--- config.mk ---
export PLATFORM = sky130hd
export DESIGN_NAME = cwf_wake
export DESIGN_NICKNAME = d
export VERILOG_FILES = /design/src/include/cwf_pkg.sv /design/src/hw/cwf_match.sv /design/src/hw/cwf_wake.sv
export SDC_FILE = /design/constraint.sdc
export NUM_CORES = 1
export LEC_CHECK = 0
export BUFFER_PORTS_ARGS = -buffer_cell sky130_fd_sc_hd__buf_2
export CORE_ASPECT_RATIO = 0.9
export CORE_MARGIN = 2
export CORE_UTILIZATION = 50
export DETAILED_ROUTE_END_ITERATION = 8
export MAX_ROUTING_LAYER = met4
export PLACE_DENSITY = 0.69
export SYNTH_ARGS = -nofsm -noshare
export SYNTH_HDL_FRONTEND = slang
export SYNTH_SLANG_ARGS = --single-unit
export TNS_END_PERCENT = 10
--- constraint.sdc ---
create_clock -name CLK -period 4.5 [get_ports CLK]
set_input_delay 0.9 -clock CLK [delete_from_list [all_inputs] [get_ports CLK]]
set_output_delay 0.9 -clock CLK [all_outputs]
set_load 0.01 [all_outputs]
--- src/include/cwf_pkg.sv ---
// Package for the CAN frame wake filter and power hold block.
// Assumes a 20 MHz system clock and a 32-bit Avalon-MM register bus.
package cwf_pkg;
    // Clock rate and derived timing
    localparam int unsigned CLK_HZ          = 20000000;
    localparam int unsigned BLINK_SECONDS   = 10;
    localparam int unsigned BLINK_CYCLES    = BLINK_SECONDS * CLK_HZ;
    localparam int unsigned BLINK_HALF_MS   = 100;
    localparam int unsigned BLINK_HALF_CYC  = BLINK_HALF_MS * (CLK_HZ / 1000);
    // Register word offsets (byte addresses)
    localparam logic [5:0] REG_CTRL     = 6'h00;
    localparam logic [5:0] REG_IDENT    = 6'h04;
    localparam logic [5:0] REG_IDMASK   = 6'h08;
    localparam logic [5:0] REG_DATA_LO  = 6'h0c;
    localparam logic [5:0] REG_DATA_HI  = 6'h10;
    localparam logic [5:0] REG_DMASK_LO = 6'h14;
    localparam logic [5:0] REG_DMASK_HI = 6'h18;
    localparam logic [5:0] REG_TIMEOUT  = 6'h1c;
    localparam logic [5:0] REG_STATUS   = 6'h20;
    localparam logic [5:0] REG_IRQ_MASK = 6'h24;
    localparam logic [5:0] REG_STATE    = 6'h28;
    // Control register fields
    localparam int unsigned CTRL_MODE_LSB = 0;
    localparam int unsigned CTRL_EXT_BIT  = 2;
    localparam int unsigned CTRL_ACK_BIT  = 3;
    // Status bits
    localparam int unsigned ST_MATCH   = 0;
    localparam int unsigned ST_TIMEOUT = 1;
    localparam int unsigned ST_IGN_ON  = 2;
    localparam int unsigned ST_IGN_OFF = 3;
    localparam int unsigned ST_W       = 4;
    // Timeout reset value and read data of unmapped addresses
    localparam logic [31:0] TIMEOUT_RST = 32'h01312d00;
    localparam logic [31:0] RD_UNMAPPED = 32'h00000000;
    // Wake modes
    typedef enum logic [1:0] {
        CWF_MODE_OFF      = 2'b00,
        CWF_MODE_WAKE     = 2'b01,
        CWF_MODE_LOSSLESS = 2'b10,
        CWF_MODE_KEEP     = 2'b11
    } cwf_mode_t;
    // Power hold states
    typedef enum logic [1:0] {
        CWF_ST_SLEEP = 2'b00,
        CWF_ST_FRAME = 2'b01,
        CWF_ST_IGN   = 2'b10
    } cwf_pwr_t;
endpackage

--- src/hw/cwf_match.sv ---
// Masked comparator for identifier and data field filters.
// Assumes value, mask and received word share bit numbering.
module cwf_match #(
    parameter int unsigned W = 64
) (
    // Compared words
    input  wire logic [W-1:0] rx,
    input  wire logic [W-1:0] want,
    input  wire logic [W-1:0] mask,
    // Result
    output logic              hit
);
    // Only positions with mask 1 are compared; zero mask always hits
    assign hit = ((rx ^ want) & mask) == '0;
endmodule // cwf_match

--- src/hw/cwf_wake.sv ---
// Frame wake filter, logger power hold and wake indicator.
// Assumes a receiver that presents one whole frame per one-cycle strobe,
// with data bit 0 being the first data bit seen on the bus.
// Summary of operation
// - Data field matches when every masked bit equals the content value.
// - Data bits with mask 0 are ignored.
// - Matching frames wake the logger and keep it running.
// - No matching frame for the timeout period stops the logger.
// - Data bit 0 is the first bus data bit; later bits ascend.
// - Wake indicator blinks quickly for about ten seconds after a frame wake.
// - Ignition feed starts the logger and wins over frame wake.
// - Ignition start ends when ignition drops; a held match then keeps the logger under frame hold.
// - Identifier passes when masked identifier bits equal configured value.
// - Zero mask makes a filter match every frame.
// - Timeout permits shutdown, logs an entry and raises acknowledged alert.
// - Four wake modes: disabled, enabled, lossless, keep awake; keep awake acts as enabled.
//
// Local design decisions: the Avalon-MM register port and the address map.
module cwf_wake (
    // Clock and reset
    input  wire logic        CLK,
    input  wire logic        RST_N,
    // Avalon-MM slave
    input  wire logic [5:0]  AVS_ADDRESS,
    input  wire logic        AVS_READ,
    input  wire logic        AVS_WRITE,
    input  wire logic [31:0] AVS_WRITEDATA,
    input  wire logic [3:0]  AVS_BYTEENABLE,
    output logic [31:0]      AVS_READDATA,
    output logic             AVS_WAITREQUEST,
    // Received frame from the CAN receiver
    input  wire logic        RX_VALID,
    input  wire logic        RX_EXT,
    input  wire logic [28:0] RX_IDENT,
    input  wire logic [63:0] RX_DATA,
    // Ignition feed pin
    input  wire logic        IGN_FEED,
    // Power control and indicators
    output logic             LOGGER_RUN,
    output logic             LOGGER_LOSSLESS,
    output logic             WAKE_LED,
    output logic             ALERT,
    output logic             LOG_EVENT,
    output logic             IRQ
);
    // All state of the block
    typedef struct packed {
        logic [31:0]      rdata;
        logic             ack;
        logic [1:0]       mode;
        logic             ext;
        logic [28:0]      ident;
        logic [28:0]      id_mask;
        logic [63:0]      data_val;
        logic [63:0]      data_mask;
        logic [31:0]      timeout;
        logic [31:0]      idle_cnt;
        logic [3:0]       status;
        logic [3:0]       irq_mask;
        logic [1:0]       pwr;
        logic             frame_hold;
        logic             alert;
        logic             log_ev;
        logic [31:0]      blink_cnt;
        logic [31:0]      half_cnt;
        logic             led;
        logic [1:0]       ign_sync;
        logic             ign_prev;
    } cwf_state_t;

    cwf_state_t s_q;
    cwf_state_t s_d;

    logic        id_hit;
    logic        data_hit;
    logic [28:0] id_rx;
    logic [28:0] id_mask_eff;
    logic        wake_hit;
    logic        ign;

    // Standard frames compare only the low eleven identifier bits
    assign id_rx       = s_q.ext ? RX_IDENT : {18'h0, RX_IDENT[10:0]};
    assign id_mask_eff = s_q.ext ? s_q.id_mask : {18'h0, s_q.id_mask[10:0]};

    // Identifier filter
    cwf_match #(.W(29)) u_id_match (
        .rx   (id_rx),
        .want (s_q.ident),
        .mask (id_mask_eff),
        .hit  (id_hit)
    );

    // Data field filter, bit 0 first on the bus
    cwf_match #(.W(64)) u_data_match (
        .rx   (RX_DATA),
        .want (s_q.data_val),
        .mask (s_q.data_mask),
        .hit  (data_hit)
    );

    // Frame counts only with both filters and frame wake enabled
    assign wake_hit = RX_VALID && id_hit && data_hit
                      && (s_q.ext == RX_EXT)
                      && (cwf_pkg::cwf_mode_t'(s_q.mode) != cwf_pkg::CWF_MODE_OFF);
    assign ign      = s_q.ign_sync[1];

    // Next state
    always_comb begin
        s_d        = s_q;
        s_d.log_ev = 1'b0;
        s_d.ack    = 1'b0;
        // Ignition feed synchroniser
        s_d.ign_sync = {s_q.ign_sync[0], IGN_FEED};
        s_d.ign_prev = ign;

        // Bus access: one wait cycle, then answer
        if ((AVS_READ || AVS_WRITE) && !s_q.ack) begin
            s_d.ack   = 1'b1;
            s_d.rdata = cwf_pkg::RD_UNMAPPED;
            if (AVS_WRITE) begin
                case (AVS_ADDRESS)
                    cwf_pkg::REG_CTRL: begin
                        if (AVS_BYTEENABLE[0]) begin
                            s_d.mode = AVS_WRITEDATA[cwf_pkg::CTRL_MODE_LSB +: 2];
                            s_d.ext  = AVS_WRITEDATA[cwf_pkg::CTRL_EXT_BIT];
                            if (AVS_WRITEDATA[cwf_pkg::CTRL_ACK_BIT]) begin
                                s_d.alert = 1'b0; // Alert acknowledge
                            end
                        end
                    end
                    cwf_pkg::REG_IDENT:    s_d.ident = AVS_WRITEDATA[28:0];
                    cwf_pkg::REG_IDMASK:   s_d.id_mask = AVS_WRITEDATA[28:0];
                    cwf_pkg::REG_DATA_LO:  s_d.data_val[31:0] = AVS_WRITEDATA;
                    cwf_pkg::REG_DATA_HI:  s_d.data_val[63:32] = AVS_WRITEDATA;
                    cwf_pkg::REG_DMASK_LO: s_d.data_mask[31:0] = AVS_WRITEDATA;
                    cwf_pkg::REG_DMASK_HI: s_d.data_mask[63:32] = AVS_WRITEDATA;
                    cwf_pkg::REG_TIMEOUT:  s_d.timeout = AVS_WRITEDATA;
                    cwf_pkg::REG_IRQ_MASK: s_d.irq_mask = AVS_WRITEDATA[3:0];
                    default: ;
                endcase
            end else begin
                case (AVS_ADDRESS)
                    cwf_pkg::REG_CTRL: begin
                        s_d.rdata = {28'h0, s_q.alert, s_q.ext, s_q.mode};
                    end
                    cwf_pkg::REG_IDENT:    s_d.rdata = {3'h0, s_q.ident};
                    cwf_pkg::REG_IDMASK:   s_d.rdata = {3'h0, s_q.id_mask};
                    cwf_pkg::REG_DATA_LO:  s_d.rdata = s_q.data_val[31:0];
                    cwf_pkg::REG_DATA_HI:  s_d.rdata = s_q.data_val[63:32];
                    cwf_pkg::REG_DMASK_LO: s_d.rdata = s_q.data_mask[31:0];
                    cwf_pkg::REG_DMASK_HI: s_d.rdata = s_q.data_mask[63:32];
                    cwf_pkg::REG_TIMEOUT:  s_d.rdata = s_q.timeout;
                    cwf_pkg::REG_STATUS: begin
                        s_d.rdata  = {28'h0, s_q.status};
                        s_d.status = 4'h0; // Read clears; new events below win
                    end
                    cwf_pkg::REG_IRQ_MASK: s_d.rdata = {28'h0, s_q.irq_mask};
                    cwf_pkg::REG_STATE: begin
                        s_d.rdata = {27'h0, s_q.led, s_q.frame_hold, ign, s_q.pwr};
                    end
                    default: ;
                endcase
            end
        end

        // Frame hold: each match restarts the idle period
        if (wake_hit) begin
            s_d.frame_hold = 1'b1;
            s_d.idle_cnt   = 32'h0;
            s_d.status[cwf_pkg::ST_MATCH] = 1'b1;
        end else if (s_q.frame_hold) begin
            if (s_q.idle_cnt >= s_q.timeout) begin
                s_d.frame_hold = 1'b0; // Timeout permits shutdown
                s_d.alert      = 1'b1;
                s_d.log_ev     = 1'b1;
                s_d.status[cwf_pkg::ST_TIMEOUT] = 1'b1;
            end else begin
                s_d.idle_cnt = s_q.idle_cnt + 32'h1;
            end
        end

        // Ignition edges as events
        if (ign && !s_q.ign_prev) begin
            s_d.status[cwf_pkg::ST_IGN_ON] = 1'b1;
        end
        if (!ign && s_q.ign_prev) begin
            s_d.status[cwf_pkg::ST_IGN_OFF] = 1'b1;
        end

        // Power hold arbitration
        case (cwf_pkg::cwf_pwr_t'(s_q.pwr))
            cwf_pkg::CWF_ST_SLEEP: begin
                if (ign) begin
                    s_d.pwr = cwf_pkg::CWF_ST_IGN; // Ignition wins
                end else if (wake_hit) begin
                    s_d.pwr       = cwf_pkg::CWF_ST_FRAME;
                    s_d.blink_cnt = cwf_pkg::BLINK_CYCLES;
                    s_d.half_cnt  = 32'h0;
                end
            end
            cwf_pkg::CWF_ST_FRAME: begin
                if (ign) begin
                    s_d.pwr = cwf_pkg::CWF_ST_IGN;
                end else if (!s_d.frame_hold) begin
                    s_d.pwr = cwf_pkg::CWF_ST_SLEEP;
                end
            end
            cwf_pkg::CWF_ST_IGN: begin
                // Only dropping ignition ends it; a held match passes it to frame hold
                if (!ign) begin
                    s_d.pwr = s_d.frame_hold ? cwf_pkg::CWF_ST_FRAME
                                             : cwf_pkg::CWF_ST_SLEEP;
                end
            end
            default: s_d.pwr = cwf_pkg::CWF_ST_SLEEP;
        endcase

        // Quick blink of the wake indicator during boot
        if (s_q.blink_cnt != 32'h0) begin
            s_d.blink_cnt = s_q.blink_cnt - 32'h1;
            if (s_q.half_cnt >= cwf_pkg::BLINK_HALF_CYC - 1) begin
                s_d.half_cnt = 32'h0;
                s_d.led      = ~s_q.led;
            end else begin
                s_d.half_cnt = s_q.half_cnt + 32'h1;
            end
        end else begin
            s_d.led = 1'b0;
        end
    end

    // State register
    always_ff @(posedge CLK or negedge RST_N) begin
        if (!RST_N) begin
            s_q          <= '0;
            s_q.timeout  <= cwf_pkg::TIMEOUT_RST;
            s_q.id_mask  <= 29'h0;
            s_q.ign_prev <= 1'b0;
        end else begin
            s_q <= s_d;
        end
    end

    // Outputs
    assign AVS_READDATA    = s_q.rdata;
    assign AVS_WAITREQUEST = (AVS_READ || AVS_WRITE) && !s_q.ack;
    assign LOGGER_RUN      = (s_q.pwr != cwf_pkg::CWF_ST_SLEEP);
    assign LOGGER_LOSSLESS = (cwf_pkg::cwf_mode_t'(s_q.mode) == cwf_pkg::CWF_MODE_LOSSLESS);
    assign WAKE_LED        = s_q.led;
    assign ALERT           = s_q.alert;
    assign LOG_EVENT       = s_q.log_ev;
    assign IRQ             = |(s_q.status & s_q.irq_mask);
endmodule // cwf_wake

* After elaboration in Yosys (flattened, before gate mapping) *
Index checks and enable logic that the tools add are counted.

cells by class
  $lt $le $gt $ge = 2
  reduce and logical (&&, ||, !) cells = 43
  equality and inequality tests = 23
  add/sub/neg operators = 3
  muxes and demuxes = 52
  bitwise operators = 6

operators by type and width
  kind                                                                                    count
  32-bit case mux with 11 select lines                                                    1
  32-bit 2-to-1 mux                                                                       10
  64-bit 2-to-1 mux                                                                       4
  222-bit 2-to-1 mux                                                                      1
  221-bit 2-to-1 mux                                                                      1
  29-bit 2-to-1 mux                                                                       4
  32-bit by 1-bit adder with 32-bit output (second input constant)                        2
  64-bit bitwise AND                                                                      1
  64-bit logical NOT                                                                      1
  64-bit bitwise XOR                                                                      1
  3-bit AND reduction                                                                     13
  32-bit by 21-bit greater-or-equal comparator with 1-bit output (second input constant)  1
  32-bit greater-or-equal comparator                                                      1
  32-bit nonzero test                                                                     1
  32-bit by 1-bit subtractor with 32-bit output (second input constant)                   1
  29-bit bitwise AND                                                                      1
  29-bit logical NOT                                                                      1
  29-bit bitwise XOR                                                                      1
  6-bit by 5-bit equality test with 1-bit output (second input constant)                  4
  2-bit nonzero test                                                                      11
  6-bit equality test (second input constant)                                             3
  4-bit 2-to-1 mux                                                                        4
  1-bit 2-to-1 mux                                                                        15
  6-bit by 4-bit equality test with 1-bit output (second input constant)                  2
  21 further kinds                                                                        44

word-level totals
  output and inout port bits = 39
  register bits = 367
  word-level logic and storage cells = 155
  input port bits = 142

* Depth between registers and ports, before layout *
Gate-level depths: netlist (run 1).

  word-level depth = 12
  gate-level depth with buffers = 10

* By module *
From an unflattened synthesis (run 1), not the netlist that was laid out.

second synthesis, totals
  cells, all modules = 1,751
  area, all modules = 18,995.7 µm²

by module, submodules not included
  module                     cells an instance  times used  area an instance (µm²)
  cwf_wake                   1,599              1           17,707.0
  cwf_match at u_data_match  105                1           885.8
  cwf_match at u_id_match    47                 1           402.9

* Least setup slack after synthesis (run 1) *
No wires, ideal clock.

  kind = input-to-reg
  start = input port AVS_ADDRESS[1]
  end = register s_q[291] in the netlist's numbering
  library setup time = 125 ps
  path buffers = 3
  required time = 4,375 ps
  arrival = 2,928 ps
  cell stages on the path = 8
  slack = 1,447 ps
  path through = or2_2 > clkbuf_1 > nor3b_1 > nor3b_2 > nand2_1 > buf_2 > buf_1 > mux2_2

between the ends
  cells in the longest elaborated chain, start to end = 2

RTL lines
  item                                            RTL line         text
  start, declared                                 cwf_wake.sv:24   input wire logic [5:0] AVS_ADDRESS,
  6-bit by 4-bit equality test with 1-bit output  cwf_wake.sv:121  case (AVS_ADDRESS)
  3-bit AND reduction (no line)                   -
  end, declared                                   cwf_wake.sv:71   cwf_state_t s_q;

No other way between the ends.
A chain may end at the register's enable or synchronous reset.

* Worst setup path after layout (run 1) *
  start = register s_q[87] in the netlist's numbering
  end = register s_q[71] in the netlist's numbering

between the ends
  cells in the longest elaborated chain, start to end = 7
  elaborated cells between the ends (all ways) = 9
  classes of those cells = order compare (1); eq/ne (1); mux (6); reduce/logical (1)

RTL lines
  item                                  RTL line         text
  32-bit greater-or-equal comparator *  cwf_wake.sv:172  if (s_q.idle_cnt >= s_q.timeout) begin
  3-bit 2-to-1 mux *                    cwf_wake.sv:172
  3-bit 2-to-1 mux *                    cwf_wake.sv:171  end else if (s_q.frame_hold) begin
  1-bit 2-to-1 mux *                    cwf_wake.sv:167  if (wake_hit) begin
  1-bit 2-to-1 mux                      cwf_wake.sv:211  s_d.pwr = s_d.frame_hold ? cwf_pkg::CWF_ST_FRAME
  2-bit 2-to-1 mux                      cwf_wake.sv:210  if (!ign) begin
  2-bit case mux with 3 select lines    cwf_wake.sv:191  case (cwf_pkg::cwf_pwr_t'(s_q.pwr))

Every way passes the cells marked *; elsewhere a longest branch is shown, timed or not. The select of a mux whose other input is x is not followed.

==> run_results.csv, run 1 <==
group,metric,value,unit
yosys,synth_seq_cells,367,
sta,timing.final.crit_share,0.721,
clocking,htree_levels,2,
clocking,cts-root-buf,"clkbuf_16",
floorplanning,dieArea,38700,µm²
clocking,clkTransAtPathRegs,60,ps
critical_path,critPathCapture,"s_q[71]",
power_and_ir_drop,p_leak,10.3,nW
critical_path,critPathTopFamily,"compound AO/OA/AOI/OAI gates",
sta,tightestPinTransition,1140,ps
critical_path,crit_start,"s_q[87]",
sta,final.min_clock_period,3240,ps
yosys,synth_area_leader_cell,"dfrtp_1",
detailed_routing,wl,56400,µm
floorplanning,core,36400,µm²
sta,fin_skew,16.7,ps
clocking,cts_tree,"done",
floorplanning,fp.dieH,187,µm
power_and_ir_drop,swShare,0.285,
critical_path,cp.arrival,3680,ps
yosys,synthTopCellsByArea,"dfrtp_1 48%, mux2_2 15%, xor2_1 4.8%",
grt,grt_pass1_vias,14100,
power_and_ir_drop,p_clk_frac,0.386,
critical_path,crit-reg2reg-launch,"s_q[87]",
detailed_routing,drtAntennaViolNets,0,
power_and_ir_drop,net-switching-power,2.48,mW
yosys,synthAdderAreaFrac,0.0236,
sta,slew_headroom,0.243,
critical_path,reg2reg_to,"s_q[71]",
floorplanning,rows,66,
critical_path,cp-start-kind,"flop",
layout,drive_gt1_frac,0.313,
yosys,yosys_warnings,0,
critical_path,cp_cell_sequence,"ha_1, a41oi_1, o21ai_0, a221oi_1, a211oi_2, buf_4, nor3_1, a21oi_1, a211oi_1",
yosys,syn_nets,1788,
power_and_ir_drop,cellPowerDensity,410,nW/µm²
sta,setup_viol,0,
critical_path,r2r_cells,9,
power_and_ir_drop,vdd_ir_drop_max,0.000262,V
critical_path,r2r_setup_slack,1260,ps
grt,grt.total_usage,0.300,
clocking,cts_sinks,367,
clocking,postCtsHoldBufs,0,
yosys,synthArstFlopShare,1.00,
yosys,synth_simple_gate_area_share,0.109,
yosys,yosysSeqAreaShare,0.495,
yosys,synthMuxAreaShare,0.162,
sta,setup_ws,1260,ps
sta,drv_slew,0,
power_and_ir_drop,pwr-share-comb,0.163,
clocking,clockBufferDepth,3,
grt,antenna_found_initial,4,
floorplanning,num_io_pins,181,
layout,area_delta_synth_final,14.6,%
detailed_routing,vias,14100,
floorplanning,die_w,207,µm
yosys,syn_area,18600,µm²
critical_path,crit_buf_inv,1,
outcome,status,"finished clean",
detailed_routing,drcViolationCount,0,
place,dp_cells,2194,
detailed_routing,wl_per_cell,24.8,µm
clocking,clkLatencyLatePin,550,ps
sta,fmax,308,MHz
clocking,cts_buffers,40,
layout,layoutNonFillerInstCount,2272,
yosys,synthXorXnorAreaFrac,0.0674,
yosys,synthFlopType,"dfrtp_1",
sta,fin_setup_tns,0,ps
clocking,cts_resized,0,
critical_path,cp_slowest_cell,"nor3_1",
critical_path,worst-path-stages,9,
critical_path,critical_path_class,"flop to flop",
grt,gr-total-overflow,0,
critical_path,crit_path_max_fanout,31,
yosys,synth.avg_cell_area,11.5,µm²
layout,nets,1937,
place,hpwlAfterDp,39300,µm
critical_path,max_stage_delay,800,ps
critical_path,worstPathRequired,4930,ps
place,dpl_worst_slack,831,ps
run,max_cap_violations,0,
yosys,yosysUniqueCellTypes,60,
detailed_routing,dr.pass1.iters,9,
detailed_routing,viasPerCell,6.23,
power_and_ir_drop,p_int,6.23,mW
critical_path,worstSetupEndpointType,"flop",
yosys,synth_top_family_by_area,"multiplexers",
power_and_ir_drop,pwr-share-seq,0.451,
sta,hold_viol,0,
yosys,synth_top_area_frac,0.484,
detailed_routing,drtIter0Drc,1535,
place,portBuffers,177,
yosys,syn-instance-count,1611,
grt,grt_max_degree,131,
yosys,synth_edf_count,0,
clocking,post_cts_buffers,0,
grt,grt_pass1_wl,86900,µm
min_path,hp-class,"flop to flop",
sta,rsz0062_at_grt,"no",
yosys,synth_compound_area_frac,0.104,
floorplanning,floorplan.initialDensity,0.510,
place,place.gp.congestion,0.945,
[flip-flops by register name, indices dropped and copies added, names as in the netlist]
| register | cells |
|---|---|
| ign | 1 |
| AVS_READDATA | 32 |
| WAKE_LED | 1 |
| LOG_EVENT | 1 |
| ALERT | 1 |
| s_d | 1 |
| s_q | 330 |
[per-layer routing]
layer	routed length, µm	GRT usage	vias to the layer above
met2	25200	0.433	621
met4	1220	0.0753	0
li1	-	-	6231
met1	24900	0.434	7206
met3	5120	0.0615	87
met5	0	-	-
[worst reg2reg max path, stage by stage, from the launching register on]
cell      delay [ps]
dfrtp_1          460
ha_1             360
a41oi_1          200
o21ai_0          120
a221oi_1         380
a211oi_2         120
buf_4            260
nor3_1           810
a21oi_1          140
a211oi_1         280
[how the worst min path moves through the flow]
| stage | startpoint | to | slack [ps] | depth (start not counted) |
|---|---|---|---|---|
| 2_1_floorplan | s_d[2] | ign | 330 | 0 |
| 3_3_place_gp | s_d[2] | ign | 340 | 0 |
| 3_5_place_dp | s_d[2] | ign | 350 | 0 |
| 4_1_cts | s_d[2] | ign | 360 | 0 |
| 5_1_grt | s_d[2] | ign | 370 | 0 |
| 6_report | s_d[2] | ign | 360 | 0 |
[placed cells by master (no fill, tap or decap), types with 4 or more instances in the layout]
cell / synthesis / routed
dfrtp_1: 359 / 359
mux2_2: 250 / 250
buf_2: 9 / 176
xor2_1: 102 / 102
nand2_1: 102 / 101
nor2_1: 75 / 72
a22oi_1: 55 / 55
a222oi_1: 48 / 48
inv_1: 46 / 46
nor3_1: 46 / 45
clkbuf_16: 0 / 42
xnor2_1: 41 / 41
buf_4: 32 / 36
ha_1: 35 / 35
a22o_1: 34 / 34
and3_1: 31 / 31
nand3_1: 31 / 30
o21ai_0: 29 / 29
nand4_1: 28 / 28
nor4_1: 24 / 24
mux2i_1: 20 / 20
a21oi_1: 17 / 16
clkbuf_8: 0 / 15
a221o_1: 11 / 11
or3_1: 10 / 10
clkbuf_1: 49 / 9
a211oi_1: 9 / 8
or2_2: 8 / 8
a211o_1: 8 / 8
dfstp_2: 8 / 8
nor3b_1: 7 / 7
a21o_1: 6 / 6
or4_1: 6 / 6
diode_2: 0 / 5
and4_1: 5 / 5
and2_1: 5 / 5
nand2b_1: 5 / 5
nor2b_1: 4 / 4
o2111ai_1: 4 / 4
[power by group through the flow]
stage	Clock, mW	Sequential [mW]	Combinational [mW]
final	3.36	3.93	1.42
after CTS	3.41	3.92	1.41
after global placement	0	3.96	1.35
after global routing	3.56	3.96	1.56
after floorplan	0	3.86	0.914
after detailed placement	0	3.97	1.40
[synth_stat cells (9+ instances only)]
master and number:
or3_1 10, xnor2_1 41, ha_1 35, clkbuf_1 49
nand2_1 102, inv_1 46, a221o_1 11, mux2_2 250
nand4_1 28, mux2i_1 20, nor3_1 46, buf_2 9
xor2_1 102, buf_1 17, nor2_1 75, nand3_1 31
a22o_1 34, a211oi_1 9, buf_4 32, dfrtp_1 359
and3_1 31, a21oi_1 17, nor4_1 24, a222oi_1 48
a22oi_1 55, o21ai_0 29
[area by class of cell]
class                           count  area [µm²]
Tap cell                          476         596
Inverter                           46         173
Timing Repair Buffer              215        1210
Sequential cell                   367        9190
Fill cell                        2994       15100
Clock buffer                       66        1290
Multi-Input combinational cell   1090        8730
Antenna cell                        5        12.5
Clock inverter                      7        76.3
[per-stage QoR]
step	cell area [µm²]	utilization	hold WS, ps	power, mW
final	21300	0.584	358	8.72
after floorplan	18600	-	331	4.77
after global routing	21300	0.584	367	9.08
after global placement	19900	0.546	336	5.31
after CTS	21300	0.584	357	8.73
after detailed placement	19900	0.546	346	5.37
[cell families (layout without fill, tap and decap cells)]
logic type      after synthesis  after routing
mux                         270            270
fa+ha+maj                    35             35
flops                       367            367
xor+xnor                    143            143
compound gates              244            244
other cells                   0              5
simple gates                398            398
buf+inv                     154            334
(Power assumes the default switching activity.)
==> run 2, diff against run 1 <==
==> constraint.sdc (replaced) <==
create_clock -name CLK -period 3.4 [get_ports CLK]
set_input_delay 0.68 -clock CLK [delete_from_list [all_inputs] [get_ports CLK]]
set_output_delay 0.68 -clock CLK [all_outputs]
set_load 0.01 [all_outputs]
==> run_results.csv, run 2 (synthesized netlist as in run 1, its figures left out) <==
group,metric,value,unit
outcome,status,"finished clean",
sta,setup_viol,0,
place,portBuffers,177,
clocking,clockBufferDepth,3,
power_and_ir_drop,vdd_ir_drop_max,0.000354,V
run,max_cap_violations,0,
critical_path,cp.arrival,3520,ps
critical_path,crit-reg2reg-launch,"s_q[137]",
floorplanning,fp.dieH,187,µm
sta,slew_headroom,0.292,
critical_path,cp_cell_sequence,"inv_1, ha_1, nand4_1, nor4_1, nand4_1, a211oi_2, nor2_1, or3_1, inv_1",
detailed_routing,wl,57100,µm
layout,final_area,21400,µm²
clocking,cts_buffers,40,
detailed_routing,drtIter0Drc,1600,
grt,antenna_found_initial,5,
critical_path,critical_path_class,"flop to flop",
place,dp_cells,2210,
sta,drv_slew,0,
grt,grt.total_usage,0.302,
critical_path,max_stage_delay,610,ps
power_and_ir_drop,swShare,0.289,
power_and_ir_drop,net-switching-power,3.29,mW
sta,hold_viol,0,
layout,final_cell_mix,"359 x dfrtp_1, 250 x mux2_2, 176 x buf_2",
detailed_routing,wl_met3,5340,µm
sta,fin_setup_tns,0,ps
critical_path,worstSetupEndpointType,"flop",
sta,timing.final.crit_share,0.900,
min_path,hp-class,"input pin to async pin",
layout,fillers,3056,
detailed_routing,drcViolationCount,0,
floorplanning,rows,66,
critical_path,worstPathRequired,3860,ps
layout,nets,1953,
critical_path,cp-start-kind,"flop",
grt,gr-total-overflow,0,
power_and_ir_drop,p_clk_frac,0.374,
layout,fin_util,0.588,
power_and_ir_drop,pwr-share-comb,0.167,
clocking,clkTransAtPathRegs,60,ps
sta,rsz0062_at_grt,"no",
detailed_routing,dr.max_layer_used,"met4",
place,dpl_cell_area,20100,µm²
place,place.gp.congestion,0.937,
detailed_routing,viasPerCell,6.24,
detailed_routing,dr.pass1.iters,7,
clocking,cts_tree,"done",
layout,drive_gt1_frac,0.317,
critical_path,crit_buf_inv,2,
layout,largest_register_ffs,330,
power_and_ir_drop,p_int,8.07,mW
sta,tightestPinTransition,1050,ps
critical_path,crit_path_max_fanout,5,
critical_path,crit_start,"s_q[137]",
floorplanning,die_w,207,µm
sta,final.min_clock_period,3060,ps
floorplanning,floorplan.initialDensity,0.510,
clocking,post_cts_buffers,0,
detailed_routing,vias,14300,
clocking,htree_levels,2,
grt,grt_max_degree,87,
critical_path,cp_slowest_cell,"nor4_1",
layout,final_common_cell,"dfrtp_1",
floorplanning,dieArea,38700,µm²
power_and_ir_drop,pwr-share-seq,0.459,
floorplanning,core,36400,µm²
sta,fin_skew,24.2,ps
critical_path,critPathTopFamily,"simple AND/OR/NAND/NOR gates",
sta,fmax,327,MHz
clocking,clkLatencyLatePin,550,ps
layout,area_delta_synth_final,15.2,%
grt,grt_pass1_vias,14200,
clocking,cts_sinks,367,
floorplanning,num_io_pins,181,
layout,top_register,"s_q",
power_and_ir_drop,finalPower,11.4,mW
grt,grt_pass1_wl,86900,µm
clocking,cts-root-buf,"clkbuf_16",
layout,layoutNonFillerInstCount,2286,
power_and_ir_drop,p_leak,10.4,nW
detailed_routing,wl_per_cell,25.0,µm
detailed_routing,drtAntennaViolNets,0,
detailed_routing,wl_met2,25000,µm
power_and_ir_drop,cellPowerDensity,531,nW/µm²
place,hpwlAfterDp,40300,µm
detailed_routing,wl_met1,24700,µm
[run 2: cell count changes in the layout (fill, tap and decap cells not counted), moves of 2 or more]
cell	before	now
clkbuf_8	15	9
buf_12	2	10
buf_4	36	44
clkbuf_1	9	13
clkinv_2	3	7
clkinvlp_4	2	0
[run 2: cell type report]
cell class,count,area (µm²),share of cell area
multi-input cells,1090,8730,0.408
flip-flops and latches,367,9190,0.430
clock buffers,63,1200,0.0560
inverters,46,173,0.00807
well taps,476,596,0.0278
repair buffers,231,1430,0.0667
diodes,5,12.5,0.000585
clock inverters,8,65.1,0.00304
[run 2: final timing paths]
path | cells after the start | slack (ps) | end
max | 9 | 340 | LOG_EVENT
min | 1 | 150 | AVS_READDATA[29]
min in group CLK | 1 | 270 | s_d[2]
min reg2reg | 0 | 360 | ign
max in group asynchronous | 2 | 2290 | s_q[126]
max reg2reg | 9 | 340 | LOG_EVENT
[run 2: per-stage QoR]
step / setup WS, ps / hold slack [ps]
floorplan: 567 / 331
global placement: 179 / 343
detailed placement: 194 / 348
CTS: 241 / 178
global route: 104 / 202
finish: 340 / 148
[run 2: power groups by stage]
stage | Sequential, mW | Combinational (mW) | Clock [mW]
2_1_floorplan | 5.11 | 1.21 | 0
3_3_place_gp | 5.24 | 1.79 | 0
3_5_place_dp | 5.26 | 1.86 | 0
5_1_grt | 5.25 | 2.09 | 4.48
6_report | 5.21 | 1.89 | 4.25
4_1_cts | 5.19 | 1.87 | 4.31
[run 2: what timing repair did]
item	in CTS	in global routing
hold buffers	0	0
setup endpoints to repair	0	1
endpoints found under the hold margin	0	0
resized for setup	0	1
[run 2: worst reg2reg max path: stages (launching register included)]
cell      delay [ps]
dfstp_2          560
inv_1             50
ha_1             270
nand4_1          130
nor4_1           610
nand4_1          200
a211oi_2         520
nor2_1           100
or3_1            460
inv_1             90
[run 2: layer usage]
metal,vias up,global-route usage
li1,6271,-
met1,7193,0.416
met2,681,0.436
met3,116,0.0734
met4,0,0.107
met5,-,-
==> run 3, diff against run 2 <==
--- a/config.mk
+++ b/config.mk
@@ -6,12 +6,14 @@
 export NUM_CORES = 1
 export LEC_CHECK = 0
 export BUFFER_PORTS_ARGS = -buffer_cell sky130_fd_sc_hd__buf_2
+export CELL_PAD_IN_SITES_DETAIL_PLACEMENT = 0
+export CELL_PAD_IN_SITES_GLOBAL_PLACEMENT = 1
 export CORE_ASPECT_RATIO = 0.9
 export CORE_MARGIN = 2
-export CORE_UTILIZATION = 50
+export CORE_UTILIZATION = 48
 export DETAILED_ROUTE_END_ITERATION = 8
 export MAX_ROUTING_LAYER = met4
-export PLACE_DENSITY = 0.69
+export PLACE_DENSITY_LB_ADDON = 0.1
 export SYNTH_ARGS = -nofsm -noshare
 export SYNTH_HDL_FRONTEND = slang
 export SYNTH_SLANG_ARGS = --single-unit
==> run_results.csv, run 3 (synthesized netlist as in run 1, its figures left out) <==
group,metric,value,unit
layout,top_register,"s_q",
detailed_routing,drtIter0Drc,1349,
sta,hold_viol,0,
layout,nets,1954,
outcome,status,"finished clean",
clocking,post_cts_buffers,0,
sta,setup_viol,0,
clocking,cts_resized,0,
clocking,clockBufferDepth,3,
clocking,cts_buffers,40,
grt,grt_pass1_vias,13600,
sta,drv_slew,0,
grt,grt_max_degree,87,
sta,fmax,333,MHz
critical_path,crit_path_max_fanout,33,
detailed_routing,drtAntennaViolNets,0,
sta,rsz0062_at_grt,"no",
layout,layoutNonFillerInstCount,2301,
clocking,htree_levels,2,
grt,grt.total_usage,0.304,
critical_path,worstSetupEndpointType,"flop",
sta,tightestPinTransition,731,ps
detailed_routing,vias,14000,
run,max_cap_violations,0,
grt,grt_pass1_wl,87800,µm
power_and_ir_drop,finalPower,11.5,mW
clocking,cts-root-buf,"clkbuf_16",
layout,final_cell_mix,"359 x dfrtp_1, 250 x mux2_2, 176 x buf_2",
detailed_routing,dr.pass1.iters,6,
critical_path,cp_cell_sequence,"xor2_1, a22oi_1, nand4_1, a2111oi_0, buf_4, and4_1, a21oi_2, buf_12, a221o_1",
place,dp_cells,2225,
sta,slew_headroom,0.512,
layout,final_common_cell,"dfrtp_1",
floorplanning,floorplan.initialDensity,0.485,
floorplanning,num_io_pins,181,
sta,fin_skew,17.7,ps
place,portBuffers,177,
grt,gr-total-overflow,0,
sta,whs,170,ps
critical_path,critical_path_class,"flop to flop",
critical_path,worstPathRequired,3830,ps
critical_path,cp.arrival,3440,ps
clocking,cts_sinks,367,
power_and_ir_drop,p_leak,10.4,nW
detailed_routing,wl_per_cell,25.6,µm
sta,timing.final.crit_share,0.883,
layout,fin_util,0.562,
power_and_ir_drop,cellPowerDensity,537,nW/µm²
sta,fin_setup_tns,0,ps
detailed_routing,wl,59000,µm
floorplanning,dieArea,40300,µm²
layout,drive_gt1_frac,0.319,
critical_path,cp-start-kind,"flop",
layout,largest_register_ffs,330,
min_path,hp-class,"input pin to async pin",
floorplanning,core,38300,µm²
sta,final.min_clock_period,3000,ps
place,place.gp.congestion,0.917,
critical_path,crit_buf_inv,2,
clocking,postCtsHoldBufs,0,
critical_path,critPathTopFamily,"compound AO/OA/AOI/OAI gates",
clocking,clkTransAtPathRegs,60,ps
layout,area_delta_synth_final,15.8,%
floorplanning,rows,68,
critical_path,cp_slowest_cell,"dfrtp_1",
floorplanning,fp.dieH,191,µm
power_and_ir_drop,vdd_ir_drop_max,0.000401,V
floorplanning,die_w,211,µm
detailed_routing,viasPerCell,6.06,
critical_path,max_stage_delay,490,ps
grt,antenna_found_initial,4,
place,hpwlAfterDp,41900,µm
clocking,cts_tree,"done",
clocking,clkLatencyLatePin,560,ps
detailed_routing,drcViolationCount,0,
-- run 3: changes by cell type in the layout (fill, tap and decap cells not counted), sizes merged --
cell | previous run | this run
buf | 231 | 232
clkinv | 7 | 6
diode | 5 | 4
clkbuf | 63 | 61
bufinv | 1 | 2
clkinvlp | 0 | 3
-- run 3: worst paths after layout --
check | start | endpoint | slack [ps] | cells after the start
setup / recovery | s_q[243] | s_q[16] | 400 | 9
hold / removal | RST_N | AVS_READDATA[31] | 170 | 1
setup reg to reg | s_q[243] | s_q[16] | 400 | 9
hold reg to reg | s_d[2] | ign | 360 | 0
max in group asynchronous | RST_N | s_q[129] | 2390 | 2
min in group CLK | IGN_FEED | s_d[2] | 250 | 1
-- run 3: area by class of cell --
| class | count | area [µm²] |
|---|---|---|
| clock buffer | 61 | 1190 |
| clock inverter | 11 | 149 |
| fill | 3399 | 16800 |
| antenna | 4 | 10.0 |
| sequential | 367 | 9190 |
| inverter | 46 | 173 |
| tap | 490 | 613 |
| multi-input combinational | 1090 | 8740 |
| timing repair buffer | 232 | 1430 |
-- run 3: worst reg2reg max path, cell delays in order, from the launching register on --
cell	delay [ps]
dfrtp_1	490
xor2_1	200
a22oi_1	390
nand4_1	130
a2111oi_0	440
buf_4	190
and4_1	350
a21oi_2	120
buf_12	200
a221o_1	390
-- run 3: power by group --
group	leakage (nW)	internal [mW]	switching (mW)	total [mW]
sequential	4.73	4.76	0.459	5.22
clock	0.646	2.59	1.84	4.43
combinational	5.04	0.828	1.07	1.89
total	10.4	8.17	3.37	11.5
-- run 3: metrics by stage --
| stage | setup WS (ps) | area, µm² |
|---|---|---|
| detailed placement | 129 | 20200 |
| CTS | 410 | 21500 |
| global placement | 202 | 20200 |
| floorplan | 567 | 18600 |
| global route | 219 | 21500 |
| finish | 397 | 21500 |
-- run 3: routing by layer --
metal  vias up  track usage  share of wire
li1       6247            -              -
met1      7146        0.449           0.47
met2       479        0.436           0.44
met3        80       0.0496          0.066
met4         0       0.0794          0.022
met5         -            -              0
